--- config.mk ---
export PLATFORM = sky130hd
export DESIGN_NAME = etsa_regs
export DESIGN_NICKNAME = d
export VERILOG_FILES = /design/src/design/etsa_pkg.sv /design/src/design/etsa_regs.sv /design/src/design/etsa_stat_counter.sv
export SDC_FILE = /design/constraint.sdc
export NUM_CORES = 1
export LEC_CHECK = 0
export BUFFER_PORTS_ARGS = -buffer_cell sky130_fd_sc_hd__buf_2
export CORE_MARGIN = 2
export CORE_UTILIZATION = 45
export CTS_CLUSTER_SIZE = 10
export DETAILED_ROUTE_END_ITERATION = 8
export GPL_TIMING_DRIVEN = 0
export PLACE_DENSITY_LB_ADDON = 0.1
export SYNTH_ARGS = -nofsm -noshare
export SYNTH_HDL_FRONTEND = slang
export SYNTH_SLANG_ARGS = --single-unit
export TNS_END_PERCENT = 100
--- constraint.sdc ---
create_clock -name hclk -period 2.7 [get_ports hclk]
set_clock_uncertainty 0.1 [all_clocks]
set_input_delay 0.54 -clock hclk [delete_from_list [all_inputs] [get_ports hclk]]
set_output_delay 0.54 -clock hclk [all_outputs]
set_load 0.005 [all_outputs]
--- src/design/etsa_pkg.sv ---
// Package for the transmit statistics and station address register block
// Function
// - Count frames sent without failure
// - Count good frames after two+ collisions
// - Base-word read clears counter unless bytes 0/1 off
// - Receive traffic never changes the counters
// - Bits 31-16 read zero, writes ignored
// - Address bits 15-8 hold fourth octet
// - Address bits 7-0 hold third octet
// - Address takes 16/32-bit accesses, ignores 8-bit
// - Address loads factory value at reset
`default_nettype none
package etsa_pkg;
  // Register block layout: base word followed by clear, set and invert aliases
  localparam logic [7:0] ETSA_OFS_TXOK      = 8'h00;
  localparam logic [7:0] ETSA_OFS_MCOL      = 8'h10;
  localparam logic [7:0] ETSA_OFS_SADDR     = 8'h20;
  localparam logic [3:0] ETSA_ALIAS_BASE    = 4'h0;
  localparam logic [3:0] ETSA_ALIAS_CLR     = 4'h4;
  localparam logic [3:0] ETSA_ALIAS_SET     = 4'h8;
  localparam logic [3:0] ETSA_ALIAS_INV     = 4'hc;
  localparam int         ETSA_FIELD_W       = 16;
  localparam logic [15:0] ETSA_CNT_RESET    = 16'h0000;
  localparam logic [15:0] ETSA_FACTORY_ADDR = 16'h5a3c; // Arbitrary default
  localparam logic [1:0] ETSA_TRANS_NONSEQ  = 2'h2;
  localparam logic [1:0] ETSA_TRANS_SEQ     = 2'h3;
  localparam logic [2:0] ETSA_SIZE_BYTE     = 3'h0;
  localparam logic [2:0] ETSA_SIZE_HALF     = 3'h1;
  localparam logic [2:0] ETSA_SIZE_WORD     = 3'h2;

  // Alias operation selected by the low address nibble
  typedef enum logic [1:0] {ETSA_OP_WRITE, ETSA_OP_CLR, ETSA_OP_SET, ETSA_OP_INV} etsa_op_t;

  // Apply an alias operation to a 16-bit field under a bit-write mask
  function automatic logic [15:0] etsa_apply(input logic [15:0] cur, input logic [15:0] wd,
                                             input logic [15:0] msk, input etsa_op_t op);
    logic [15:0] r;
    r = cur;
    case (op)
      ETSA_OP_WRITE: r = (cur & ~msk) | (wd & msk);
      ETSA_OP_CLR:   r = cur & ~(wd & msk);
      ETSA_OP_SET:   r = cur | (wd & msk);
      ETSA_OP_INV:   r = cur ^ (wd & msk);
      default:       r = cur;
    endcase
    return r;
  endfunction
endpackage
`default_nettype wire

--- src/design/etsa_regs.sv ---
// AHB-Lite register block: transmit statistics counters and station address
//
// The register addresses and the AHB-Lite interface to the registers were chosen for this implementation.
`default_nettype none
module etsa_regs
  import etsa_pkg::*;
#(
  parameter logic [15:0] FACTORY_ADDR = ETSA_FACTORY_ADDR
) (
  input  wire logic        hclk,
  input  wire logic        hresetn,
  input  wire logic        clk_en,
  input  wire logic        hsel,
  input  wire logic [7:0]  haddr,
  input  wire logic [1:0]  htrans,
  input  wire logic        hwrite,
  input  wire logic [2:0]  hsize,
  input  wire logic [31:0] hwdata,
  input  wire logic        hready,
  output logic      [31:0] hrdata,
  output logic             hreadyout,
  output logic             hresp,
  input  wire logic        factory_addr_valid,
  input  wire logic [15:0] factory_addr,
  input  wire logic        tx_frame_ok,
  input  wire logic        tx_multi_collision,
  output logic      [7:0]  addr_octet_third,
  output logic      [7:0]  addr_octet_fourth
);
  // Address-phase capture
  logic       dp_valid;
  logic       dp_write;
  logic [7:0] dp_addr;
  logic [2:0] dp_size;
  logic       strap_pending;
  logic       raw_stalled;
  logic [15:0] station_address_mid;
  logic [15:0] tx_ok_count_field;
  logic [15:0] multi_collision_count_field;

  // Register selected by a byte address
  function automatic logic [1:0] etsa_reg_sel(input logic [7:0] a);
    logic [1:0] s;
    s = 2'h3;
    case (a & 8'hf0)
      ETSA_OFS_TXOK:  s = 2'h0;
      ETSA_OFS_MCOL:  s = 2'h1;
      ETSA_OFS_SADDR: s = 2'h2;
      default:        s = 2'h3;
    endcase
    return s;
  endfunction

  // Byte-lane mask of the low 16 bits touched by a transfer
  function automatic logic [1:0] etsa_lanes(input logic [7:0] a, input logic [2:0] sz);
    logic [1:0] l;
    l = 2'h0;
    case (sz)
      ETSA_SIZE_WORD: l = 2'h3;
      ETSA_SIZE_HALF: l = (a[1] == 1'b0) ? 2'h3 : 2'h0;
      ETSA_SIZE_BYTE: l = (a[1:0] == 2'h0) ? 2'h1 : ((a[1:0] == 2'h1) ? 2'h2 : 2'h0);
      default:        l = 2'h0;
    endcase
    return l;
  endfunction

  wire logic     take     = hsel && hready && (htrans == ETSA_TRANS_NONSEQ ||
                                               htrans == ETSA_TRANS_SEQ);
  wire logic [1:0] sel    = etsa_reg_sel(dp_addr);
  wire logic [1:0] lanes  = etsa_lanes(dp_addr, dp_size);
  wire logic [15:0] msk   = {{8{lanes[1]}}, {8{lanes[0]}}};
  wire logic [15:0] wdat  = dp_addr[1] ? hwdata[31:16] : hwdata[15:0];
  wire logic [3:0] asub   = dp_addr[3:0] & 4'hc;
  etsa_op_t op;

  // Alias decode from the word index inside a register's block
  always_comb begin
    case (asub)
      ETSA_ALIAS_CLR: op = ETSA_OP_CLR;
      ETSA_ALIAS_SET: op = ETSA_OP_SET;
      ETSA_ALIAS_INV: op = ETSA_OP_INV;
      default:        op = ETSA_OP_WRITE;
    endcase
  end

  // A read address phase behind a write data phase waits one cycle, so the write lands
  // before the read data is captured; a pipelined master would otherwise read stale data
  wire logic raw_hit  = dp_valid && dp_write && hsel && !hwrite &&
                        (htrans == ETSA_TRANS_NONSEQ || htrans == ETSA_TRANS_SEQ);
  // The write is applied in the first data-phase cycle only, never twice across a stall
  wire logic wr_cyc   = clk_en && dp_valid && dp_write && !raw_stalled;
  // Address-phase view of a read: a counter is cleared on the edge that captures it
  wire logic       rd_take = take && !hwrite;
  wire logic [1:0] a_sel   = etsa_reg_sel(haddr);
  wire logic [1:0] a_lanes = etsa_lanes(haddr, hsize);
  wire logic       a_base  = (haddr[3:0] & 4'hc) == ETSA_ALIAS_BASE;
  // Byte accesses never reach the station address
  wire logic sa_wr    = wr_cyc && sel == 2'h2 && dp_size != ETSA_SIZE_BYTE;
  wire logic ok_wr    = wr_cyc && sel == 2'h0;
  wire logic mc_wr    = wr_cyc && sel == 2'h1;
  // Reads of the base word only clear, and only if a low lane is enabled; clearing on
  // the capture edge loses at most a frame event of that very cycle
  wire logic rd_clr   = clk_en && rd_take && a_base && a_lanes != 2'h0;

  // Transfers complete in one data-phase cycle with OKAY, bar the one-cycle stall
  assign hreadyout = !(raw_hit && !raw_stalled);
  assign hresp     = 1'b0;

  // Address phase is latched on the edge where hready is high
  always_ff @(posedge hclk or negedge hresetn) begin
    if (!hresetn) begin
      dp_valid <= 1'b0;
      dp_write <= 1'b0;
      dp_addr  <= 8'h00;
      dp_size  <= ETSA_SIZE_BYTE;
    end else if (clk_en && hready) begin
      dp_valid <= take;
      dp_write <= hwrite;
      dp_addr  <= haddr;
      dp_size  <= hsize;
    end
  end

  // Marks the stall cycle as spent, so the held read is taken on the next edge
  always_ff @(posedge hclk or negedge hresetn) begin
    if (!hresetn) begin
      raw_stalled <= 1'b0;
    end else if (clk_en) begin
      raw_stalled <= raw_hit && !raw_stalled;
    end
  end

  // Read data registered at the address phase so it stands for the data phase
  always_ff @(posedge hclk or negedge hresetn) begin
    if (!hresetn) begin
      hrdata <= 32'h0000_0000;
    end else if (clk_en && hready) begin
      hrdata <= 32'h0000_0000; // Upper half and unmapped words read zero
      if (rd_take) begin
        case (a_sel)
          2'h0:    hrdata[15:0] <= tx_ok_count_field;
          2'h1:    hrdata[15:0] <= multi_collision_count_field;
          2'h2:    hrdata[15:0] <= (hsize == ETSA_SIZE_BYTE) ? 16'h0000 : station_address_mid;
          default: hrdata[15:0] <= 16'h0000;
        endcase
      end
    end
  end

  // Factory value is strapped in after reset release, since an async reset may only load constants
  always_ff @(posedge hclk or negedge hresetn) begin
    if (!hresetn) begin
      strap_pending       <= 1'b1;
      station_address_mid <= FACTORY_ADDR;
    end else if (clk_en) begin
      if (strap_pending && factory_addr_valid) begin
        strap_pending       <= 1'b0;
        station_address_mid <= factory_addr;
      end else if (sa_wr) begin
        station_address_mid <= etsa_apply(station_address_mid, wdat, msk, op);
      end
    end
  end

  // Octets as they leave on the wire
  assign addr_octet_third  = station_address_mid[7:0];
  assign addr_octet_fourth = station_address_mid[15:8];

  // Only transmit-side events feed the counters
  etsa_stat_counter u_txok (
    .hclk      (hclk),
    .hresetn   (hresetn),
    .clk_en    (clk_en),
    .count_evt (tx_frame_ok),
    .wr_en     (ok_wr),
    .wr_op     (op),
    .wr_data   (wdat),
    .wr_mask   (msk),
    .rd_clear  (rd_clr && a_sel == 2'h0),
    .count     (tx_ok_count_field)
  );

  etsa_stat_counter u_mcol (
    .hclk      (hclk),
    .hresetn   (hresetn),
    .clk_en    (clk_en),
    .count_evt (tx_frame_ok && tx_multi_collision),
    .wr_en     (mc_wr),
    .wr_op     (op),
    .wr_data   (wdat),
    .wr_mask   (msk),
    .rd_clear  (rd_clr && a_sel == 2'h1),
    .count     (multi_collision_count_field)
  );
endmodule
`default_nettype wire

--- src/design/etsa_stat_counter.sv ---
// One self-clearing 16-bit transmit statistics counter
`default_nettype none
module etsa_stat_counter
  import etsa_pkg::*;
#(
  parameter int WIDTH = ETSA_FIELD_W
) (
  input  wire logic             hclk,
  input  wire logic             hresetn,
  input  wire logic             clk_en,
  input  wire logic             count_evt,
  input  wire logic             wr_en,
  input  wire etsa_op_t         wr_op,
  input  wire logic [WIDTH-1:0] wr_data,
  input  wire logic [WIDTH-1:0] wr_mask,
  input  wire logic             rd_clear,
  output logic      [WIDTH-1:0] count
);
  // Elaboration check: alias masks and clear logic assume a 16-bit field
  if (WIDTH != ETSA_FIELD_W) begin : g_bad_width
    $error("etsa_stat_counter: WIDTH must be 16");
  end

  logic [WIDTH-1:0] next_count;

  // Software write wins over a count in the same cycle; read-clear beats both
  always_comb begin
    next_count = count;
    if (rd_clear) begin
      next_count = '0;
    end else if (wr_en) begin
      next_count = etsa_apply(count, wr_data, wr_mask, wr_op);
    end else if (count_evt) begin
      next_count = count + 1'b1; // Wraps naturally
    end
  end

  // Counter state
  always_ff @(posedge hclk or negedge hresetn) begin
    if (!hresetn) begin
      count <= ETSA_CNT_RESET;
    end else if (clk_en) begin
      count <= next_count;
    end
  end
endmodule
`default_nettype wire

# Word level (Yosys, flattened, before mapping)

Cells that the tools add are included.

Add/sub/neg operators: 2
Multiply operators: 0
Divide/modulo/power cells: 0
Order comparisons: 0
Equal/unequal tests: 22
Shift operators: 0
Mux-type cells: 26
Bitwise operators: 18
Reduce and logical (&&, ||, !) cells: 46

Operators with widths:

| cell                                                             | count |
|---|---|
| 16-bit case mux with 4 select lines                              | 3 |
| 16-bit two-way mux                                               | 11 |
| 16-bit bitwise AND                                               | 7 |
| 16-bit OR                                                        | 6 |
| 16-bit case mux with 3 select lines                              | 1 |
| 16-bit XOR                                                       | 3 |
| 16-bit by 1-bit adder with 16-bit output (second input constant) | 2 |
| 16-bit NOT                                                       | 2 |
| 2-bit case mux with 3 select lines                               | 5 |
| 1-bit logical AND                                                | 23 |
| 2-bit == test (second input constant)                            | 8 |
| 8-bit zero test                                                  | 2 |
| 2-bit by 1-bit == test with 1-bit output (second input constant) | 6 |
| 2-bit two-way mux                                                | 6 |
| 2-bit zero test                                                  | 5 |
| 3-bit nonzero test                                               | 3 |
| 4-bit by 1-bit == test with 1-bit output (second input constant) | 2 |
| 4-bit by 2-bit == test with 1-bit output (second input constant) | 2 |
| 2-bit AND reduction                                              | 4 |
| 3-bit by 1-bit == test with 1-bit output (second input constant) | 2 |
| 3-bit by 2-bit == test with 1-bit output (second input constant) | 2 |
| 3-bit zero test                                                  | 2 |
| 4-bit zero test                                                  | 1 |
| 2-bit nonzero test                                               | 2 |
| other kinds (2)                                                  | 4 |

Bits in registers: 79
Bits in latches: 0
Bits in writable memories: 0
Memory bits (read-only): 0
Input bits: 70
Output and inout bits: 50
Word-level logic and storage cells: 124
Memories: 0

# Longest topological paths before layout

Gate-level depths: netlist of the first run.

Depth after elaboration: 10
Gate-level depth with buffers: 12
Mapped depth without buffers: 10

# Modules after synthesis

A second synthesis of the first run with hierarchy kept.

Cells, all modules: 851
Area total of the unflattened synthesis: 7096.8 µm²

By module, submodules not included:

| module                     | times used | cells an instance | area each (µm²) | sequential area each (µm²) |
|---|---|---|---|---|
| etsa_regs                  | 1          | 365               | 3284.4          | 1187.4 |
| etsa_stat_counter (u_mcol) | 1          | 240               | 1933.1          | 400.4 |
| etsa_stat_counter (u_txok) | 1          | 246               | 1879.3          | 400.4 |

# Worst setup path before layout of the first run

No wires, ideal clock.

Kind: reg2reg
From: reg dp_size[0]
To: reg u_txok.count[14]
Library setup time: 139 ps
Data arrival time: 2173 ps
Required time: 2461 ps
Path slack: 287 ps
Stages on the path, launching flop included: 13
Path buffers: 2
Period minus slack after synthesis: 2413 ps
Path through: dfrtp_1 -> buf_2 -> a21o_1 -> a21oi_1 -> buf_2 -> nand2_1 -> ha_1 -> nand2_1 -> o21ai_0 -> a21oi_1 -> a22o_1 -> a211oi_1 -> o21ai_0

Cells in the longest elaborated chain, start to end: 8
Elaborated cells between the ends (all ways): 15
Classes of those cells: 2 x eq/ne; 4 x mux; 8 x bitwise; 1 x reduce/logical

Ends and longest elaborated chain:

| element                                                          | line                           | RTL |
|---|---|---|
| start, declared                                                  | etsa_regs.sv:34                | `logic [2:0] dp_size;` |
| start signal, assigned                                           | etsa_regs.sv:120               | `dp_size <= hsize;` |
| 3-bit by 1-bit == test with 1-bit output (tied with other cells) | etsa_regs.sv:58                | `case (sz)` |
| 2-bit case mux with 3 select lines *                             | etsa_regs.sv:58                |  |
| 16-bit bitwise AND / 16-bit NOT (equally long branches)          | n/a                            |  |
| 16-bit NOT / 16-bit bitwise AND (equally long branches)          | etsa_pkg.sv:41, etsa_pkg.sv:40 |  |
| 16-bit bitwise AND / 16-bit OR (equally long branches)           | etsa_pkg.sv:41, etsa_pkg.sv:40 |  |
| 16-bit case mux with 4 select lines *                            | etsa_pkg.sv:39                 | `case (op)` |
| 16-bit two-way mux *                                             | etsa_stat_counter.sv:31        | `end else if (wr_en) begin` |
| 16-bit two-way mux *                                             | etsa_stat_counter.sv:29        | `if (rd_clear) begin` |
| end signal, assigned                                             | etsa_stat_counter.sv:43        | `count <= next_count;` |
| end, declared                                                    | etsa_stat_counter.sv:17        | `output logic [WIDTH-1:0] count` |

Mark *: on every way between the ends. The rest lies on a longest branch, timed or not.
A chain may end at the register's enable or synchronous reset.

# Worst setup path after layout of the first run

From: reg dp_size[0]
To: reg u_mcol.count[8]

Cells in the longest elaborated chain, start to end: 8
Elaborated cells between the ends (all ways): 15
Classes of those cells: 2 x eq/ne; 4 x mux; 8 x bitwise; 1 x reduce/logical

Ends and longest elaborated chain:

| element                                                          | line |
|---|---|
| 3-bit by 1-bit == test with 1-bit output (tied with other cells) | etsa_regs.sv:58 |
| 2-bit case mux with 3 select lines *                             | etsa_regs.sv:58 |
| 16-bit bitwise AND / 16-bit NOT (equally long branches)          | n/a |
| 16-bit NOT / 16-bit bitwise AND (equally long branches)          | etsa_pkg.sv:41, etsa_pkg.sv:40 |
| 16-bit bitwise AND / 16-bit OR (equally long branches)           | etsa_pkg.sv:41, etsa_pkg.sv:40 |
| 16-bit case mux with 4 select lines *                            | etsa_pkg.sv:39 |
| 16-bit two-way mux *                                             | etsa_stat_counter.sv:31 |
| 16-bit two-way mux *                                             | etsa_stat_counter.sv:29 |
| end signal, assigned                                             | etsa_stat_counter.sv:43 |
| end, declared                                                    | etsa_stat_counter.sv:17 |

Marks and branches as above.

==> results.sh, run 1 <==
export IMPL_grt_overflow_total=0
export IMPL_vdd_drop_max_v=0.0003386
export IMPL_drive_gt1_frac=0.2277
export IMPL_period_needed_ns=2.648
export IMPL_place_hpwl_um=18810
export IMPL_rrSetupSlack_ns=0.05
export IMPL_numCtsBuffers=9
export IMPL_syn_inst=802
export IMPL_use_met3=0.06014
export IMPL_first_global_vias=6444
export IMPL_synth_area_per_cell_sq_um=8.164
export IMPL_p_total_mw=4.473
export IMPL_core_area_sq_um=14370
export IMPL_power_density_nw_per_um2=571.0
export IMPL_synth_seq_cells=79
export IMPL_use_met2=0.4757
export IMPL_antenna_cells=0
export IMPL_clkSlewWorstSetupHoldPaths_ns=0.06
export IMPL_power_leakage_nw=3.447
export IMPL_routed_wl_um=24870
export IMPL_die_area_sq_um=15530
export IMPL_drc_errors=0
export IMPL_cts_root_buf="clkbuf_16"
export IMPL_syn2layout_area_growth_pct=19.64
export IMPL_async_flop_share=1.000
export IMPL_whs_ns=0.03768
export IMPL_top_usage_layer="met2"
export IMPL_cap_viol_max_count=0
export IMPL_slew_violations=0
export IMPL_status="finished, final reports clean"
export IMPL_grt_usage=0.3161
export IMPL_fin_crit_sh=0.9808
export IMPL_grt_use_met1=0.4523
export IMPL_clockBufferDepth=2
export IMPL_nets=1055
export IMPL_h_tree_depth=3
export IMPL_syn_area_sq_um=6548
export IMPL_clk_latency_ns=0.36
export IMPL_crit_required_ns=2.89
export IMPL_synth_flop_cell="dfrtp_1"
export IMPL_grt_max_degree=49
export IMPL_die_w_um=124.6
export IMPL_fmax_mhz=377.6
export IMPL_synth_edf_count=0
export IMPL_start_kind="flop"
export IMPL_clock_sinks=79
export IMPL_gp_congestion=0.9610
export IMPL_crit_chain="buf_2 -> a21o_4 -> a211oi_4 -> inv_1 -> ha_1 -> nand2_1 -> o21ai_0 -> a2111oi_2 -> o22ai_1 -> nand2_1"
export IMPL_initial_core_util=0.4557
export IMPL_crit_top_cell="nand2_1"
export IMPL_maxSlewHeadroom=0.2862
export IMPL_hp_class="primary input to asynchronous set/reset pin"
export IMPL_grt_pass1_wl_um=38010
export IMPL_drtPass1Iterations=7
export IMPL_path_delay_family="compound AO/OA/AOI/OAI gates"
export IMPL_portBuffers=101
export IMPL_ys_seq_area_frac=0.3036
export IMPL_rr_endpoint="u_mcol.count[8]"
export IMPL_setup_worst_path_end_class="flop"
export IMPL_antenna_left=0
export IMPL_vias_per_cell=6.271
export IMPL_worstMarginPinSlew_ns=1.059
export IMPL_rr_startpoint="dp_size[0]"
export IMPL_routedWlPerCell_um=22.12
export IMPL_drt_initial_drc_count=903
export IMPL_finalSetupViolCount=0
export IMPL_cp_arrival_ns=2.84
export IMPL_synth_cell_type_count=71
export IMPL_io_pins=120
export IMPL_cp_buffers_inverters=2
export IMPL_fp_dieH_um=124.6
export IMPL_rows=44
export IMPL_rsz0062_at_grt="true"
export IMPL_reg2regPathDepth=10
export IMPL_hold_violations=0
export IMPL_cts_hold_buf=0
export IMPL_yosysWarnings=0
export IMPL_cts_tree="done"
export IMPL_slowest_stage="a2111oi_2"
export IMPL_critical_path_class="flop to flop"
export IMPL_via_count=7049
export IMPL_slowest_delay_ns=0.48
export IMPL_grt_antenna_before_repair=0
export IMPL_path_max_fanout=7
-- area by class of cell --
cell class                 count  area [sq um]
clock inverter                 6         83.83
inverter                      17         63.81
buffer                        70         367.9
fill                        1387          6535
sequential                    79          1989
tap                          184         230.2
clock buffer                  10         239.0
multi-input combinational    652          4294
timing repair buffer         106         565.5
-- kinds of logic after synthesis --
group                      synth area share
other                             0.0005727
muxes                               0.04185
and+or+nand+nor                      0.1869
DFF                                  0.3037
AOI/OAI and AO/OA                    0.3063
adders and majority gates           0.09555
xor gates and xnor gates           0.001338
buffers and inverters               0.06382
-- state kept, by name (all words and copies together) (netlist names) --
name,flops
hrdata,16
station_address_mid,16
u_mcol.count,16
u_txok.count,16
dp_addr,8
dp_size,3
dp_valid,1
dp_write,1
raw_stalled,1
strap_pending,1
-- worst max path at each step --
| stage | startpoint | endpoint | slack [ns] | cells after the start |
|---|---|---|---|---|
| after floorplan | dp_size[0] | u_txok.count[14] | 0.29 | 12 |
| after global placement | dp_addr[1] | station_address_mid[15] | -0.62 | 11 |
| after detailed placement | dp_addr[1] | station_address_mid[15] | -0.52 | 11 |
| after CTS | dp_size[0] | u_txok.count[14] | 0.005 | 12 |
| after global routing | dp_size[0] | u_txok.count[14] | -0.02 | 12 |
| final | dp_size[0] | u_mcol.count[8] | 0.05 | 10 |
-- worst register-to-register path: stages, from the launching register on --
cell,delay (ns)
dfrtp_1,0.35
buf_2,0.18
a21o_4,0.28
a211oi_4,0.27
inv_1,0.17
ha_1,0.30
nand2_1,0.06
o21ai_0,0.13
a2111oi_2,0.48
o22ai_1,0.15
nand2_1,0.10
-- cells in the mapped netlist (all sizes together) (4+ instances only) --
library cell	instances	share of area
nor2b	5	0.0048
nand2	131	0.075
a21oi	59	0.047
a221oi	8	0.011
dfstp	9	0.036
nor3b	6	0.0069
a211oi	26	0.031
inv	16	0.0092
nor2	37	0.022
dfrtp	70	0.27
buf	33	0.033
mux2i	6	0.0092
a222oi	16	0.024
o221ai	4	0.0063
and3	13	0.012
nand4	5	0.0071
o2bb2ai	6	0.0080
a31oi	9	0.0086
mux2	19	0.033
ha	50	0.096
nor3	15	0.011
a221o	15	0.023
clkbuf	37	0.021
and2	7	0.0067
nand3	18	0.014
o21ai	111	0.087
a22o	4	0.0054
a211o	10	0.013
o211ai	6	0.0076
-- per-layer routing --
layer | vias up | share of wire | routed length (um)
li1 | 3250 | - | -
met1 | 3347 | 0.42 | 10510
met2 | 407 | 0.45 | 11070
met4 | 0 | 0.027 | 682
met5 | - | 0 | 0
met3 | 45 | 0.10 | 2609
-- what timing repair did --
item	CTS	global route
pin swaps	1	3
resized for setup	14	13
cloned	0	0
buffers inserted	1	3
setup endpoints to repair	12	18
-- metrics by stage --
step                cell area, sq um    util   TNS, ns  std cells  worst slack (ns)
floorplan                       6608       -         0        818            0.2872
CTS                             7761  0.5401         0       1121          0.004855
global placement                7343  0.5111    -2.920       1103           -0.6212
detailed placement              7373  0.5131    -2.444       1104           -0.5244
finish                          7834  0.5452         0       1124           0.05190
global route                    7834  0.5452  -0.03358       1124          -0.01735
-- cell usage in the layout (no fill, tap or decap), drive strengths merged, types with 13 or more instances in the layout --
master	n
dfrtp	70
inv	16
mux2	19
buf	139
a211oi	26
and3	13
nand3	18
o21ai	111
nor3	15
a221o	15
conb	17
clkbuf	47
a21oi	59
nor2	37
a222oi	16
nand2	131
ha	50
-- power breakdown --
part	internal [mW]	total (mW)	switching, mW
clock network	0.832	1.36	0.528
registers	1.33	1.62	0.289
logic	0.592	1.49	0.901
Power figures use the tool's default switching activity.
==> run 2, diff against run 1 <==
Settings changed: ABC_AREA set to 1, ABC_CLOCK_PERIOD_IN_PS set to 2700.
==> run 2 against run 1 <==
Register-to-register slack better by 0.20 ns. First-iteration DRC count is 50% lower. Highest routed layer unchanged. Utilization decreased by 0.97 points. Total power is 5.6% lower.
==> results.sh, run 2 <==
export IMPL_hold_violations=0
export IMPL_synth_cell_type_count=45
export IMPL_io_pins=120
export IMPL_slew_violations=0
export IMPL_grt_max_degree=65
export IMPL_portBuffers=101
export IMPL_place_hpwl_um=17020
export IMPL_syn_inst=1064
export IMPL_fin_area_sq_um=8110
export IMPL_vdd_drop_max_v=0.0003254
export IMPL_routed_wl_um=22270
export IMPL_die_w_um=128.5
export IMPL_mostFrequentLayoutCell="nand2_1"
export IMPL_cts_root_buf="clkbuf_16"
export IMPL_clock_sinks=79
export IMPL_power_leakage_nw=4.085
export IMPL_fin_crit_sh=0.9083
export IMPL_rrSetupSlack_ns=0.25
export IMPL_pwr_share_seq=0.367
export IMPL_whs_ns=0.2622
export IMPL_core_area_sq_um=15150
export IMPL_fmax_mhz=407.8
export IMPL_cp_arrival_ns=2.59
export IMPL_antenna_cells=0
export IMPL_rsz0062_at_grt="false"
export IMPL_grt_antenna_before_repair=0
export IMPL_grt_use_met1=0.3840
export IMPL_rows=45
export IMPL_grt_pass1_wl_um=36560
export IMPL_use_met3=0.07193
export IMPL_clk_latency_ns=0.34
export IMPL_ys_top_cells_by_count="nand2_1 (379), o21ai_0 (105), nor2_1 (82)"
export IMPL_sw_frac_of_total=0.3833
export IMPL_antenna_left=0
export IMPL_drc_errors=0
export IMPL_switching_power_mw=1.619
export IMPL_p_total_mw=4.225
export IMPL_fp_dieH_um=128.5
export IMPL_synth_flop_cell="dfrtp_1"
export IMPL_routedWlPerCell_um=16.07
export IMPL_ys_seq_area_frac=0.2852
export IMPL_grt_usage=0.2837
export IMPL_place_ws_ns=0.1897
export IMPL_start_kind="flop"
export IMPL_crit_chain="buf_6 -> clkbuf_1 -> nand2_1 -> nand2_1 -> nand2_1 -> ha_1 -> o21ai_0 -> o21ai_0 -> nand2_1 -> nand2_1 -> nand2_1"
export IMPL_yosysWarnings=0
export IMPL_setup_worst_path_end_class="flop"
export IMPL_via_count=7238
export IMPL_maxSlewHeadroom=0.5277
export IMPL_clkPwrFrac=0.305
export IMPL_drive_gt1_frac=0.1694
export IMPL_ctsResizeCount=0
export IMPL_cp_buffers_inverters=2
export IMPL_use_met2=0.4562
export IMPL_drt_initial_drc_count=456
export IMPL_synth_edf_count=0
export IMPL_nets=1313
export IMPL_cts_tree="done"
export IMPL_worstMarginPinSlew_ns=0.7010
export IMPL_status="finished, final reports clean"
export IMPL_hp_class="primary input to flop"
export IMPL_worst_slack_ns=0.2476
export IMPL_final_cell_mix="nand2_1 (379), buf_2 (117), o21ai_0 (105)"
export IMPL_clockBufferDepth=2
export IMPL_die_area_sq_um=16500
export IMPL_syn2layout_area_growth_pct=16.35
export IMPL_gp_congestion=0.9221
export IMPL_slowest_stage="o21ai_0"
export IMPL_syn_area_sq_um=6970
export IMPL_path_delay_family="simple AND/OR/NAND/NOR gates"
export IMPL_synth_most_common_cell="nand2_1"
export IMPL_numCtsBuffers=9
export IMPL_h_tree_depth=3
export IMPL_yosys_top_cells_area="dfrtp_1 (25%), nand2_1 (20%), ha_1 (9.0%)"
export IMPL_top_usage_layer="met2"
export IMPL_post_dp_cell_area_sq_um=7801
export IMPL_synth_largest_area_cell="dfrtp_1"
export IMPL_initial_core_util=0.4602
export IMPL_critical_path_class="flop to flop"
export IMPL_synth_top_area_frac=0.2513
export IMPL_path_max_fanout=10
export IMPL_synth_seq_cells=79
export IMPL_clkSlewWorstSetupHoldPaths_ns=0.06
export IMPL_async_flop_share=1.000
export IMPL_intPower_mw=2.606
export IMPL_power_density_nw_per_um2=520.9
export IMPL_drtPass1Iterations=6
export IMPL_grt_overflow_total=0
export IMPL_vias_per_cell=5.222
export IMPL_fin_setup_tns_ns=0
export IMPL_cap_viol_max_count=0
export IMPL_period_needed_ns=2.452
export IMPL_synth_area_per_cell_sq_um=6.551
export IMPL_crit_top_cell="nand2_1"
export IMPL_finalSetupViolCount=0
export IMPL_first_global_vias=7014
export IMPL_combinationalPowerShare=0.329
export IMPL_slowest_delay_ns=0.42
export IMPL_crit_required_ns=2.84
run 2: cell types whose count changed in the layout (fill, tap and decap cells not counted), moves of 13 or more:
cell,previous run,this run
nand2_1,130,379
a222oi_1,16,0
a211oi_1,24,1
mux2_2,19,3
and3_1,13,0
nor2_1,35,82
inv_1,14,67
a221o_1,15,0
nand3_1,18,60
run 2: metal layers:
metal	routed length, um	up-vias
met4	310	0
li1	-	3718
met1	10240	3256
met3	1655	25
met2	10070	239
met5	0	-
run 2: area by class of cell:
| cell class | instances | area, sq um |
|---|---|---|
| clock inverters | 3 | 42.54 |
| plain buffers | 70 | 385.4 |
| fillers | 1552 | 7036 |
| flip-flops and latches | 79 | 1988 |
| clock buffers | 13 | 260.3 |
| multi-input cells | 860 | 4375 |
| repair buffers | 103 | 545.5 |
| well taps | 188 | 235.2 |
| inverters | 70 | 277.8 |
run 2: final timing paths:
path / start / end / cells after the start
hold / removal: factory_addr_valid / strap_pending / 2
setup reg to reg: dp_addr[1] / u_txok.count[15] / 11
setup / recovery: dp_addr[1] / u_txok.count[15] / 11
hold reg to reg: strap_pending / strap_pending / 1
min in group asynchronous: hresetn / u_txok.count[1] / 2
max in group asynchronous: hresetn / station_address_mid[4] / 3
run 2: power by group through the flow:
stage | Combinational, mW | Clock [mW] | Sequential, mW
after floorplan | 1.00 | 0 | 1.48
after CTS | 1.38 | 1.30 | 1.54
after global placement | 1.33 | 0 | 1.56
after global routing | 1.61 | 1.34 | 1.57
final | 1.39 | 1.29 | 1.55
after detailed placement | 1.37 | 0 | 1.56
run 2: timing repair:
item                                   4_1_cts  5_1_grt
setup buffers                                0        0
setup endpoints to repair                    0        1
hold buffers                                 1        0
endpoints found under the hold margin       15        0
run 2: kinds of logic after synthesis:
family,Yosys count,share of synthesized area
buffers and inverters,141,0.09567
AO/OA/AOI/OAI,193,0.1535
other,1,0.0005380
adder cells (fa/ha/maj),50,0.08975
AND/OR/NAND/NOR,588,0.3592
XOR/XNOR,9,0.01131
flip-flops,79,0.2852
multiplexers,3,0.004846
run 2: through the flow:
stage / instances / utilization
global placement: 1369 / 0.5131
finish: 1386 / 0.5355
global route: 1386 / 0.5355
floorplan: 1080 / -
detailed placement: 1370 / 0.5151
CTS: 1387 / 0.5357
